<file path="config.mk">
export PLATFORM = sky130hd
export DESIGN_NAME = phw_port
export DESIGN_NICKNAME = d
export VERILOG_FILES = /design/src/hdl/phw_pkg.sv /design/src/hdl/phw_compander.sv /design/src/hdl/phw_port.sv
export VERILOG_INCLUDE_DIRS = /design/src /design/src/hdl
export SDC_FILE = /design/constraint.sdc
export NUM_CORES = 1
export LEC_CHECK = 0
export ABC_CLOCK_PERIOD_IN_PS = 5900
export BUFFER_PORTS_ARGS = -buffer_cell sky130_fd_sc_hd__buf_2
export CELL_PAD_IN_SITES_DETAIL_PLACEMENT = 0
export CELL_PAD_IN_SITES_GLOBAL_PLACEMENT = 1
export CORE_ASPECT_RATIO = 0.8
export CORE_MARGIN = 4
export CORE_UTILIZATION = 47
export DETAILED_ROUTE_END_ITERATION = 8
export PLACE_DENSITY = 0.92
export REMOVE_ABC_BUFFERS = 1
export SLEW_MARGIN = 20
export SYNTH_ARGS = -nofsm -noshare
export SYNTH_HDL_FRONTEND = slang
export SYNTH_SLANG_ARGS = --single-unit
</file>
<file path="constraint.sdc">
create_clock -name i_mclk -period 5.9 [get_ports i_mclk]
set_clock_uncertainty 0.05 [all_clocks]
set_input_delay 0.59 -clock i_mclk [delete_from_list [all_inputs] [get_ports i_mclk]]
set_output_delay 0.59 -clock i_mclk [all_outputs]
set_load 0.02 [all_outputs]
</file>
<file path="src/hdl/phw_consts.svh">
// constants of the pcm highway port
`ifndef PHW_CONSTS_SVH
`define PHW_CONSTS_SVH
// register offsets
`define PHW_A_IRQEN 8'h05
`define PHW_A_ADJ 8'h22
`define PHW_A_MODE 8'h23
`define PHW_A_TTS 8'h1a
`define PHW_A_RTS 8'h1b
`define PHW_A_TCS 8'h1c
`define PHW_A_RCS 8'h1d
`define PHW_A_RATE 8'h1e
`define PHW_A_STAT 8'h1f
`define PHW_A_PLLH 8'h18
`define PHW_A_PLLL 8'h19
// field positions
`define PHW_B_IRQEN 4
`define PHW_B_ADJ 6
`define PHW_B_LAW 0
`define PHW_B_LIN 1
`define PHW_B_MASTER 6
`define PHW_B_POL 3
`define PHW_B_SR 0
`define PHW_B_WB 1
`define PHW_B_LOCK 0
`define PHW_B_ERR 1
`define PHW_B_DONE 2
// reset values
`define PHW_RST_IRQEN 1'b1
// frame counts, default bit clocks per frame and last divided period of a master frame
`define PHW_N_DISCARD 4'h8
`define PHW_N_MEASURE 4'h8
`define PHW_N_LOCK 5'h14
`define PHW_DEF_RATE 11'h100
`define PHW_M_FRAME_LAST 8'hfe
// slot lengths in bit slots
`define PHW_LEN_BYTE 6'h08
`define PHW_LEN_WORD 6'h10
`define PHW_LEN_PAIR 6'h20
`endif

</file>
<file path="src/hdl/phw_pkg.sv">
// types of the pcm highway port
package phw_pkg;
    // rate detection progress, gray coded
    typedef enum logic [1:0] {
        PHW_DISCARD = 2'b00,
        PHW_MEASURE = 2'b01,
        PHW_DONE = 2'b11
    } phw_det_t;
endpackage

</file>
<file path="src/hdl/phw_compander.sv">
// g.711 a-law and mu-law compressor and expander
`timescale 1ns/10ps
`default_nettype none
module phw_compander (
    // control
    input wire logic i_mu_law,
    // linear to code
    input wire logic [15:0] i_linear,
    output logic [7:0] o_code,
    // code to linear
    input wire logic [7:0] i_code,
    output logic [15:0] o_linear
);
    // highest set bit of a 13-bit magnitude
    function automatic logic [3:0] msb13(input logic [12:0] v);
        logic [3:0] p;
        p = 4'h0;
        for (int i = 0; i < 13; i++)
            if (v[i]) p = 4'(i);
        return p;
    endfunction

    // a-law compression
    function automatic logic [7:0] a_enc(input logic [15:0] x);
        logic [11:0] m;
        logic [3:0] p;
        logic [2:0] seg;
        logic [3:0] man;
        m = x[15] ? ~x[14:3] : x[14:3];
        p = msb13({1'b0, m});
        seg = (p < 4'h5) ? 3'h0 : 3'(p - 4'h4);
        man = (seg == 3'h0) ? m[4:1] : 4'(m >> seg);
        return {~x[15], seg, man} ^ 8'h55;
    endfunction

    // mu-law compression
    function automatic logic [7:0] u_enc(input logic [15:0] x);
        logic [13:0] m;
        logic [12:0] b;
        logic [3:0] p;
        logic [2:0] seg;
        m = x[15] ? 14'(~x[15:2] + 14'h1) : x[15:2];
        b = (m > 14'h1fbe) ? 13'h1fff : 13'(m + 14'h21);
        p = msb13(b);
        seg = 3'(p - 4'h5);
        return {1'b0, seg, 4'(b >> (p - 4'h4))} ^ (x[15] ? 8'h7f : 8'hff);
    endfunction

    // a-law expansion
    function automatic logic [15:0] a_dec(input logic [7:0] c);
        logic [7:0] a;
        logic [15:0] t;
        a = c ^ 8'h55;
        t = {8'h00, a[3:0], 4'h0};
        t = (a[6:4] == 3'h0) ? t + 16'h8 : (t + 16'h108) << (a[6:4] - 3'h1);
        return a[7] ? t : 16'(-t);
    endfunction

    // mu-law expansion
    function automatic logic [15:0] u_dec(input logic [7:0] c);
        logic [7:0] u;
        logic [15:0] t;
        u = ~c;
        t = ({9'h000, u[3:0], 3'h0} + 16'h84) << u[6:4];
        return u[7] ? 16'(16'h84 - t) : 16'(t - 16'h84);
    endfunction

    // law select
    assign o_code = i_mu_law ? u_enc(i_linear) : a_enc(i_linear);
    assign o_linear = i_mu_law ? u_dec(i_code) : a_dec(i_code);
endmodule // phw_compander
`default_nettype wire

</file>
<file path="src/hdl/phw_port.sv">
// pcm highway port with slot timing, rate detection and master mode
//
// The placing of the registers and the address-and-strobe port were left to the implementer.
`timescale 1ns/10ps
`default_nettype none
`include "phw_consts.svh"
module phw_port #(
    parameter int CW = 11
) (
    // clock and reset
    input wire logic i_mclk,
    input wire logic i_sys_rst,
    // register port
    input wire logic [7:0] i_reg_addr,
    input wire logic [7:0] i_reg_wdata,
    input wire logic i_reg_wr,
    input wire logic i_reg_rd,
    output logic [7:0] o_reg_rdata,
    // highway clock and frame
    input wire logic i_bit_clock_input_pin,
    output logic o_bit_clock_output_pin,
    input wire logic i_frame_boundary_strobe,
    output logic o_frame_boundary_strobe,
    output logic o_frame_boundary_strobe_oe_n,
    // highway data
    input wire logic i_serial_in_line,
    output logic o_serial_out_line,
    output logic o_serial_out_line_oe_n,
    output logic o_buffer_drive_strobe_n,
    // samples
    input wire logic [15:0] i_tx_sample0,
    input wire logic [15:0] i_tx_sample1,
    output logic [15:0] o_rx_sample0,
    output logic [15:0] o_rx_sample1,
    output logic o_rx_valid,
    // status
    output logic o_clock_detect_error_irq
);
    // ************************************************
    // helpers
    // ************************************************
    // slot window test
    function automatic logic in_win(input logic [CW-1:0] c,
        input logic [CW-1:0] s, input logic [5:0] n);
        return (c >= s) && (c < s + CW'(n));
    endfunction

    // supported bit clocks per frame
    function automatic logic rate_ok(input logic [CW-1:0] c);
        unique case (c)
            CW'(32), CW'(64), CW'(96), CW'(128), CW'(192), CW'(193),
            CW'(256), CW'(386), CW'(512), CW'(772), CW'(1024): return 1'b1;
            default: return 1'b0;
        endcase
    endfunction

    // ************************************************
    // registers
    // ************************************************
    logic irq_en_reg, adj_reg, law_reg, lin_reg, master_reg;
    logic [7:0] tts_reg, rts_reg;
    logic [2:0] tcs_reg, rcs_reg;
    logic transmit_edge_polarity_reg, receive_edge_polarity_reg, sr_reg, wb_reg;
    logic err_reg, lock_reg;
    logic [CW-1:0] pll_reg;
    phw_pkg::phw_det_t det_reg;
    logic err_set;
    logic err_clr;

    // software writes
    always_ff @(posedge i_mclk)
    begin
        if (i_sys_rst)
        begin
            irq_en_reg <= `PHW_RST_IRQEN;
            adj_reg <= 1'b0;
            law_reg <= 1'b0;
            lin_reg <= 1'b0;
            master_reg <= 1'b0;
            tts_reg <= 8'h00;
            rts_reg <= 8'h00;
            tcs_reg <= 3'h0;
            rcs_reg <= 3'h0;
            transmit_edge_polarity_reg <= 1'b0;
            receive_edge_polarity_reg <= 1'b0;
            sr_reg <= 1'b0;
            wb_reg <= 1'b0;
        end
        else if (i_reg_wr)
        begin
            unique case (i_reg_addr)
                `PHW_A_IRQEN: irq_en_reg <= i_reg_wdata[`PHW_B_IRQEN];
                `PHW_A_ADJ: adj_reg <= i_reg_wdata[`PHW_B_ADJ];
                `PHW_A_MODE:
                begin
                    law_reg <= i_reg_wdata[`PHW_B_LAW];
                    lin_reg <= i_reg_wdata[`PHW_B_LIN];
                    master_reg <= i_reg_wdata[`PHW_B_MASTER];
                end
                `PHW_A_TTS: tts_reg <= i_reg_wdata;
                `PHW_A_RTS: rts_reg <= i_reg_wdata;
                `PHW_A_TCS:
                begin
                    tcs_reg <= i_reg_wdata[2:0];
                    transmit_edge_polarity_reg <= i_reg_wdata[`PHW_B_POL];
                end
                `PHW_A_RCS:
                begin
                    rcs_reg <= i_reg_wdata[2:0];
                    receive_edge_polarity_reg <= i_reg_wdata[`PHW_B_POL];
                end
                `PHW_A_RATE:
                begin
                    sr_reg <= i_reg_wdata[`PHW_B_SR];
                    wb_reg <= i_reg_wdata[`PHW_B_WB];
                end
                default: ;
            endcase
        end
    end

    // write one clears the error flag
    assign err_clr = i_reg_wr && (i_reg_addr == `PHW_A_STAT) && i_reg_wdata[`PHW_B_ERR];

    // read data one cycle after the strobe
    always_ff @(posedge i_mclk)
    begin
        if (i_sys_rst)
            o_reg_rdata <= 8'h00;
        else if (i_reg_rd)
        begin
            unique case (i_reg_addr)
                `PHW_A_IRQEN: o_reg_rdata <= 8'(irq_en_reg) << `PHW_B_IRQEN;
                `PHW_A_ADJ: o_reg_rdata <= 8'(adj_reg) << `PHW_B_ADJ;
                `PHW_A_MODE: o_reg_rdata <= (8'(master_reg) << `PHW_B_MASTER)
                    | (8'(lin_reg) << `PHW_B_LIN) | 8'(law_reg);
                `PHW_A_TTS: o_reg_rdata <= tts_reg;
                `PHW_A_RTS: o_reg_rdata <= rts_reg;
                `PHW_A_TCS: o_reg_rdata <= {4'h0, transmit_edge_polarity_reg, tcs_reg};
                `PHW_A_RCS: o_reg_rdata <= {4'h0, receive_edge_polarity_reg, rcs_reg};
                `PHW_A_RATE: o_reg_rdata <= {6'h00, wb_reg, sr_reg};
                `PHW_A_STAT: o_reg_rdata <= {5'h00, det_reg == phw_pkg::PHW_DONE,
                    err_reg, lock_reg};
                `PHW_A_PLLH: o_reg_rdata <= 8'(pll_reg >> 8);
                `PHW_A_PLLL: o_reg_rdata <= pll_reg[7:0];
                default: o_reg_rdata <= 8'h00;
            endcase
        end
        else
            o_reg_rdata <= 8'h00;
    end

    // ************************************************
    // clock source and master generator
    // ************************************************
    logic mclk_in_reg, mdiv_reg, fs_gen_reg;
    logic [7:0] mcnt_reg;
    logic bclk, fs, bclk_d_reg, fs_d_reg;
    logic b_rise, b_fall, fs_rise;

    // divide the 4.096 MHz input by two in master mode
    always_ff @(posedge i_mclk)
    begin
        if (i_sys_rst)
        begin
            mclk_in_reg <= 1'b0;
            mdiv_reg <= 1'b0;
            mcnt_reg <= 8'h00;
            fs_gen_reg <= 1'b0;
        end
        else
        begin
            mclk_in_reg <= i_bit_clock_input_pin;
            if (master_reg && i_bit_clock_input_pin && !mclk_in_reg)
            begin
                mdiv_reg <= ~mdiv_reg;
                if (mdiv_reg)
                begin
                    // strobe spans one divided period per frame
                    fs_gen_reg <= (mcnt_reg == `PHW_M_FRAME_LAST);
                    mcnt_reg <= mcnt_reg + 8'h01;
                end
            end
        end
    end

    // master drives its strobe, slave leaves the pin
    assign o_bit_clock_output_pin = mdiv_reg;
    assign o_frame_boundary_strobe = fs_gen_reg;
    assign o_frame_boundary_strobe_oe_n = ~master_reg;

    // selected bit clock and frame strobe
    assign bclk = master_reg ? mdiv_reg : i_bit_clock_input_pin;
    assign fs = master_reg ? fs_gen_reg : i_frame_boundary_strobe;

    // edge detection
    always_ff @(posedge i_mclk)
    begin
        if (i_sys_rst)
        begin
            bclk_d_reg <= 1'b0;
            fs_d_reg <= 1'b0;
        end
        else
        begin
            bclk_d_reg <= bclk;
            fs_d_reg <= fs;
        end
    end
    assign b_rise = bclk && !bclk_d_reg;
    assign b_fall = !bclk && bclk_d_reg;
    assign fs_rise = fs && !fs_d_reg;

    // ************************************************
    // frame alignment and bit counter
    // ************************************************
    logic armed_reg, aligned_reg;
    logic [CW-1:0] bit_cnt_reg, fall_cnt;

    // slot index that begins at this falling edge
    assign fall_cnt = armed_reg ? '0 : bit_cnt_reg + CW'(1);

    // a long strobe only arms once per rising edge
    always_ff @(posedge i_mclk)
    begin
        if (i_sys_rst)
        begin
            armed_reg <= 1'b0;
            aligned_reg <= 1'b0;
            bit_cnt_reg <= '1;
        end
        else
        begin
            if (fs_rise)
                armed_reg <= 1'b1;
            else if (b_fall)
                armed_reg <= 1'b0;
            if (b_fall)
            begin
                if (armed_reg)
                    aligned_reg <= 1'b1;
                if (armed_reg || bit_cnt_reg != '1)
                    bit_cnt_reg <= fall_cnt;
            end
        end
    end

    // ************************************************
    // slot placement
    // ************************************************
    logic wide;
    logic [5:0] len;
    logic [CW-1:0] tx_start, rx_start, tx_cnt, tx_idx, rx_idx;
    logic [5:0] tsc_len;

    assign wide = sr_reg && wb_reg;
    // sample length in bit slots
    assign len = lin_reg ? (wide ? `PHW_LEN_PAIR : `PHW_LEN_WORD)
        : (wide ? `PHW_LEN_WORD : `PHW_LEN_BYTE);
    // first bit slot of each direction
    assign tx_start = CW'({tts_reg, 3'h0}) + CW'(tcs_reg);
    assign rx_start = CW'({rts_reg, 3'h0}) + CW'(rcs_reg);
    // transmit changes at the fall, or half a bit later
    assign tx_cnt = transmit_edge_polarity_reg ? bit_cnt_reg : fall_cnt;
    assign tx_idx = tx_cnt - tx_start;
    assign rx_idx = bit_cnt_reg - rx_start;
    // whole time slots touched by the sample
    assign tsc_len = len + ((tcs_reg != 3'h0) ? `PHW_LEN_BYTE : 6'h00);

    // ************************************************
    // sample conversion
    // ************************************************
    logic [7:0] enc0, enc1;
    logic [15:0] dec0, dec1;
    logic [31:0] tx_word_reg, rx_sh_reg, rx_word_reg;
    logic rx_done_reg;

    // compander per sample of a frame
    phw_compander u_cmp0 (
        .i_mu_law(law_reg),
        .i_linear(i_tx_sample0),
        .o_code(enc0),
        .i_code(rx_word_reg[31:24]),
        .o_linear(dec0)
    );
    phw_compander u_cmp1 (
        .i_mu_law(law_reg),
        .i_linear(i_tx_sample1),
        .o_code(enc1),
        .i_code(rx_word_reg[23:16]),
        .o_linear(dec1)
    );

    // latch outgoing samples at frame start, msb leading
    always_ff @(posedge i_mclk)
    begin
        if (i_sys_rst)
            tx_word_reg <= 32'h0;
        else if (b_fall && armed_reg)
            tx_word_reg <= lin_reg ? {i_tx_sample0, i_tx_sample1}
                : {enc0, enc1, 16'h0000};
    end

    // ************************************************
    // transmit and buffer strobe
    // ************************************************
    logic last_reg;
    logic tx_edge;
    assign tx_edge = transmit_edge_polarity_reg ? b_rise : b_fall;

    // drive one bit per slot inside the window
    always_ff @(posedge i_mclk)
    begin
        if (i_sys_rst)
        begin
            o_serial_out_line <= 1'b0;
            o_serial_out_line_oe_n <= 1'b1;
            last_reg <= 1'b0;
        end
        else if (tx_edge)
        begin
            if (aligned_reg && in_win(tx_cnt, tx_start, len))
            begin
                o_serial_out_line <= tx_word_reg[5'(~tx_idx[4:0])];
                o_serial_out_line_oe_n <= 1'b0;
                last_reg <= (tx_idx == CW'(len) - CW'(1));
            end
            else
            begin
                o_serial_out_line_oe_n <= 1'b1;
                last_reg <= 1'b0;
            end
        end
        else if (adj_reg && last_reg && (transmit_edge_polarity_reg ? b_fall : b_rise))
        begin
            o_serial_out_line_oe_n <= 1'b1;
            last_reg <= 1'b0;
        end
    end

    // buffer enable follows whole time slot boundaries
    always_ff @(posedge i_mclk)
    begin
        if (i_sys_rst)
            o_buffer_drive_strobe_n <= 1'b1;
        else if (b_fall)
            o_buffer_drive_strobe_n <= !(aligned_reg || armed_reg)
                || !in_win(fall_cnt, CW'({tts_reg, 3'h0}), tsc_len);
    end

    // ************************************************
    // receive
    // ************************************************
    logic rx_edge;
    assign rx_edge = receive_edge_polarity_reg ? b_fall : b_rise;

    // shift in msb first and left align when complete
    always_ff @(posedge i_mclk)
    begin
        if (i_sys_rst)
        begin
            rx_sh_reg <= 32'h0;
            rx_word_reg <= 32'h0;
            rx_done_reg <= 1'b0;
        end
        else
        begin
            rx_done_reg <= 1'b0;
            if (rx_edge && aligned_reg && in_win(bit_cnt_reg, rx_start, len))
            begin
                rx_sh_reg <= {rx_sh_reg[30:0], i_serial_in_line};
                if (rx_idx == CW'(len) - CW'(1))
                begin
                    rx_word_reg <= {rx_sh_reg[30:0], i_serial_in_line}
                        << (6'h20 - len);
                    rx_done_reg <= 1'b1;
                end
            end
        end
    end

    // deliver received samples
    always_ff @(posedge i_mclk)
    begin
        if (i_sys_rst)
        begin
            o_rx_sample0 <= 16'h0;
            o_rx_sample1 <= 16'h0;
            o_rx_valid <= 1'b0;
        end
        else
        begin
            o_rx_valid <= rx_done_reg;
            if (rx_done_reg)
            begin
                o_rx_sample0 <= lin_reg ? rx_word_reg[31:16] : dec0;
                o_rx_sample1 <= lin_reg ? rx_word_reg[15:0] : dec1;
            end
        end
    end

    // ************************************************
    // rate detection and lock
    // ************************************************
    logic [3:0] frm_reg;
    logic [4:0] lock_cnt_reg;
    logic [CW-1:0] cyc_reg, ref_reg, ref_now;
    logic mis_reg, mis_now;

    assign ref_now = (frm_reg == 4'h0) ? cyc_reg : ref_reg;
    assign mis_now = mis_reg || (cyc_reg != ref_now);
    assign err_set = fs_rise && det_reg == phw_pkg::PHW_MEASURE
        && frm_reg == `PHW_N_MEASURE - 4'h1 && (mis_now || !rate_ok(ref_now));

    // count bit clocks per frame over the measure window
    always_ff @(posedge i_mclk)
    begin
        if (i_sys_rst)
        begin
            det_reg <= phw_pkg::PHW_DISCARD;
            frm_reg <= 4'h0;
            cyc_reg <= '0;
            ref_reg <= '0;
            mis_reg <= 1'b0;
            pll_reg <= `PHW_DEF_RATE;
        end
        else if (fs_rise)
        begin
            cyc_reg <= CW'(b_rise); // a rise beside the strobe opens the count
            unique case (det_reg)
                phw_pkg::PHW_DISCARD:
                begin
                    frm_reg <= frm_reg + 4'h1;
                    if (frm_reg == `PHW_N_DISCARD)
                    begin
                        det_reg <= phw_pkg::PHW_MEASURE;
                        frm_reg <= 4'h0;
                    end
                end
                phw_pkg::PHW_MEASURE:
                begin
                    ref_reg <= ref_now;
                    mis_reg <= mis_now;
                    frm_reg <= frm_reg + 4'h1;
                    if (frm_reg == `PHW_N_MEASURE - 4'h1)
                    begin
                        det_reg <= phw_pkg::PHW_DONE;
                        pll_reg <= (mis_now || !rate_ok(ref_now))
                            ? `PHW_DEF_RATE : ref_now;
                    end
                end
                phw_pkg::PHW_DONE: ;
                default: det_reg <= phw_pkg::PHW_DISCARD;
            endcase
        end
        else if (b_rise && cyc_reg != '1)
            cyc_reg <= cyc_reg + CW'(1);
    end

    // sticky error, set wins over clear, and lock after twenty frames
    always_ff @(posedge i_mclk)
    begin
        if (i_sys_rst)
        begin
            err_reg <= 1'b0;
            lock_reg <= 1'b0;
            lock_cnt_reg <= 5'h00;
            o_clock_detect_error_irq <= 1'b0;
        end
        else
        begin
            if (err_set)
                err_reg <= 1'b1;
            else if (err_clr)
                err_reg <= 1'b0;
            if (fs_rise && !lock_reg)
                lock_cnt_reg <= lock_cnt_reg + 5'h01;
            if (lock_cnt_reg == `PHW_N_LOCK)
                lock_reg <= 1'b1;
            o_clock_detect_error_irq <= err_reg && irq_en_reg;
        end
    end
endmodule // phw_port
`default_nettype wire

</file>
==> results.ini <==
[run_status]
status = finished clean

[power]
design_power_total_uw = 4740
p_leak_uw = 0.00811
power.switching_uw = 1500
p_clk_frac = 0.395
pwr-share-comb = 0.246
p_int_uw = 3230
peakVddDrop_uv = 184
switching_share = 0.317
p_per_area_nw_per_um2 = 212
seqPwrFrac = 0.360

[layout]
drive_gt1_frac = 0.107
multi_input_comb_area_um2 = 14600
final_cell_mix = 338 x nand2_1, 267 x a21oi_1, 243 x dfxtp_1
final_common_cell = nand2_1
nFillCells = 4107
regArea_um2 = 4930
fin_nets = 2908
utilization = 0.516
area_growth_syn_to_layout_pct = 7.85
layout.cells.non_filler = 3333

[global_routing]
antenna_found_initial = 1
grt_pass1_vias = 19400
grt_pass1_wl_um = 103000
grt_start_max_net_pins = 82
track_usage = 0.255
grt_overflow = 0

[detailed_routing]
wl_per_cell_um = 19.1
drt_pass1_iterations = 6
routed_wirelength_um = 63700
routed_via_density = 6.27
drc = 0
drtIter0Drc = 2098
ant_nets = 0
vias = 20900

[synth]
syn_area_um2 = 20700
yosysUniqueCellTypes = 104
seq_area_frac_synth = 0.238
netlist_instances = 2797
ys.flop_type = dfxtp_1
ys_ff_latch = 246
synth_edf_count = 0
avgSynthCellArea_um2 = 7.40
synthArstFlopShare = 0
yosysWarnings = 0

[clock_tree]
post_cts_buffers = 0
holdBufCountCts = 0
cts_tree = yes
clk_pin_slew_ns = 0.07
cts_buffers = 29
insertion_delay_ns = 0.57
cts.sinks = 246
clock_tree.buffer_depth = 3
cts-root-buf = clkbuf_16
cts-htree-levels = 1
ctsResizeCount = 0

[setup_path]
critPathRequiredTime_ns = 6.26
crit_fanout = 46
end_kind = flip-flop
critical-path-top-delay-family = simple AND/OR/NAND/NOR gates
critical-path-slowest-cell = nand3_2
path_buf_inv = 3
worstSetupPathType = reg2reg
worstPathCellList = and2_1, inv_1, ha_1, inv_1, fa_1, nor2b_1, o21ai_0, or3_1, xnor2_1, ha_1, a21oi_1, nor2b_1, nor4_1, nand3_2, buf_4, nand2_1, a21oi_1
critPathLaunchType = flip-flop
crit_arrival_ns = 5.28
max_stage_delay_ns = 0.77

[floorplanning]
die_w_um = 243
start_util = 0.478
core_area_um2 = 43300
fp.dieH_um = 196
dieArea_um2 = 47500
io_pins = 103
fp-row-count = 68

[placement]
post-place-cells = 3279
routabilityCongestion = 0.955
dp_hpwl_um = 46000
portBuffers = 102

[sta]
finalHoldViolations = 0
setup_viol = 0
relSlewSlack = 0.256
hold_ws_ns = 0.226
rsz0062_at_grt = false
worstMarginPinSlew_ns = 1.10
max_freq_mhz = 203
period_needed_ns = 4.93
slew_violations = 0
finalCritPeriodShare = 0.835

[flow_run]
cap_violations = 0

[worst_hold_path]
hold_class = in2reg

## final cells by class
type / count / area share
multi-input combinational: 2238 / 0.654
inverter: 108 / 0.0183
timing repair buffer: 127 / 0.0315
antenna: 1 / 0.000112
tap: 560 / 0.0314
clock buffer: 35 / 0.0353
sequential: 246 / 0.221
clock inverter: 18 / 0.00908
## metal layers
metal | track usage | part of all wire | up-vias
li1 | - | - | 10100
met1 | 0.372 | 0.47 | 9940
met2 | 0.388 | 0.43 | 786
met3 | 0.0435 | 0.077 | 96
met4 | 0.0673 | 0.023 | 0
met5 | 0 | 0 | -
## per-stage QoR
stage / setup slack [ns] / instance area [um^2] / setup TNS (ns)
2_1_floorplan: -0.904 / 19900 / -50.22
3_3_place_gp: 0.848 / 21300 / 0
3_5_place_dp: 0.757 / 21300 / 0
4_1_cts: 1.06 / 22300 / 0
5_1_grt: 0.643 / 22300 / 0
6_report: 0.973 / 22300 / 0
## power by group through the flow
stage | clock network (uW) | registers, uW | logic [uW]
6_report | 1870 | 1700 | 1160
5_1_grt | 1960 | 1710 | 1290
4_1_cts | 1890 | 1700 | 1140
3_5_place_dp | 0 | 1740 | 1130
3_3_place_gp | 0 | 1740 | 1120
2_1_floorplan | 0 | 1730 | 829
## kinds of logic after synthesis
family	count (synthesis)	share of synthesized area
AO/OA/AOI/OAI	865	0.272
XOR/XNOR	168	0.0718
adder cells (fa/ha/maj)	103	0.0640
buffers and inverters	313	0.0588
flip-flops	246	0.238
multiplexers	132	0.0727
AND/OR/NAND/NOR	970	0.223
## synth_stat cells (10+ instances only)
| library cell | count | area share |
|---|---|---|
| nor4_1 | 12 | 0.0036 |
| mux2_2 | 44 | 0.024 |
| nor3_1 | 57 | 0.014 |
| a31oi_1 | 33 | 0.010 |
| buf_1 | 22 | 0.0040 |
| a41oi_1 | 13 | 0.0055 |
| clkbuf_1 | 168 | 0.030 |
| ha_1 | 98 | 0.059 |
| o21ai_0 | 167 | 0.040 |
| inv_1 | 105 | 0.019 |
| nor2b_1 | 31 | 0.0094 |
| a21o_1 | 12 | 0.0044 |
| xor2_1 | 52 | 0.022 |
| a21boi_0 | 13 | 0.0047 |
| nand2b_1 | 48 | 0.015 |
| or3_1 | 23 | 0.0069 |
| a211o_1 | 11 | 0.0047 |
| nand2_1 | 338 | 0.061 |
| o211ai_1 | 58 | 0.021 |
| mux2i_1 | 77 | 0.037 |
| nand3_1 | 103 | 0.025 |
| buf_2 | 11 | 0.0027 |
| mux4_2 | 10 | 0.011 |
| nor2_1 | 212 | 0.038 |
| nand4_1 | 28 | 0.0085 |
| a311oi_1 | 13 | 0.0055 |
| nor3b_1 | 11 | 0.0040 |
| o21a_1 | 29 | 0.011 |
| a21oi_1 | 267 | 0.065 |
| and3_1 | 23 | 0.0069 |
| o31ai_1 | 15 | 0.0054 |
| or2_2 | 18 | 0.0054 |
| xnor2_1 | 114 | 0.048 |
| a22oi_1 | 22 | 0.0080 |
| dfxtp_1 | 246 | 0.24 |
| o22ai_1 | 25 | 0.0076 |
| and2_1 | 22 | 0.0066 |
| o2111ai_1 | 13 | 0.0055 |
| a211oi_1 | 58 | 0.021 |
| or4_1 | 10 | 0.0036 |
| a221oi_1 | 13 | 0.0055 |
## worst register-to-register path, stage by stage (launching register included)
cell and delay (ns):
dfxtp_1 0.36, and2_1 0.20, inv_1 0.07, ha_1 0.36, inv_1 0.12, fa_1 0.45
nor2b_1 0.15, o21ai_0 0.15, or3_1 0.36, xnor2_1 0.14, ha_1 0.29, a21oi_1 0.16
nor2b_1 0.06, nor4_1 0.41, nand3_2 0.77, buf_4 0.53, nand2_1 0.10, a21oi_1 0.06
## final timing paths
path | from | depth (start not counted) | slack [ns] | to
min reg2reg | tx_word_reg[2] | 2 | 0.40 | tx_word_reg[2]
max reg2reg | sr_reg | 17 | 0.97 | rx_sh_reg[14]
min | i_bit_clock_input_pin | 2 | 0.23 | mclk_in_reg
max | sr_reg | 17 | 0.97 | rx_sh_reg[14]
Note: power is estimated with default switching activity, not from simulation.
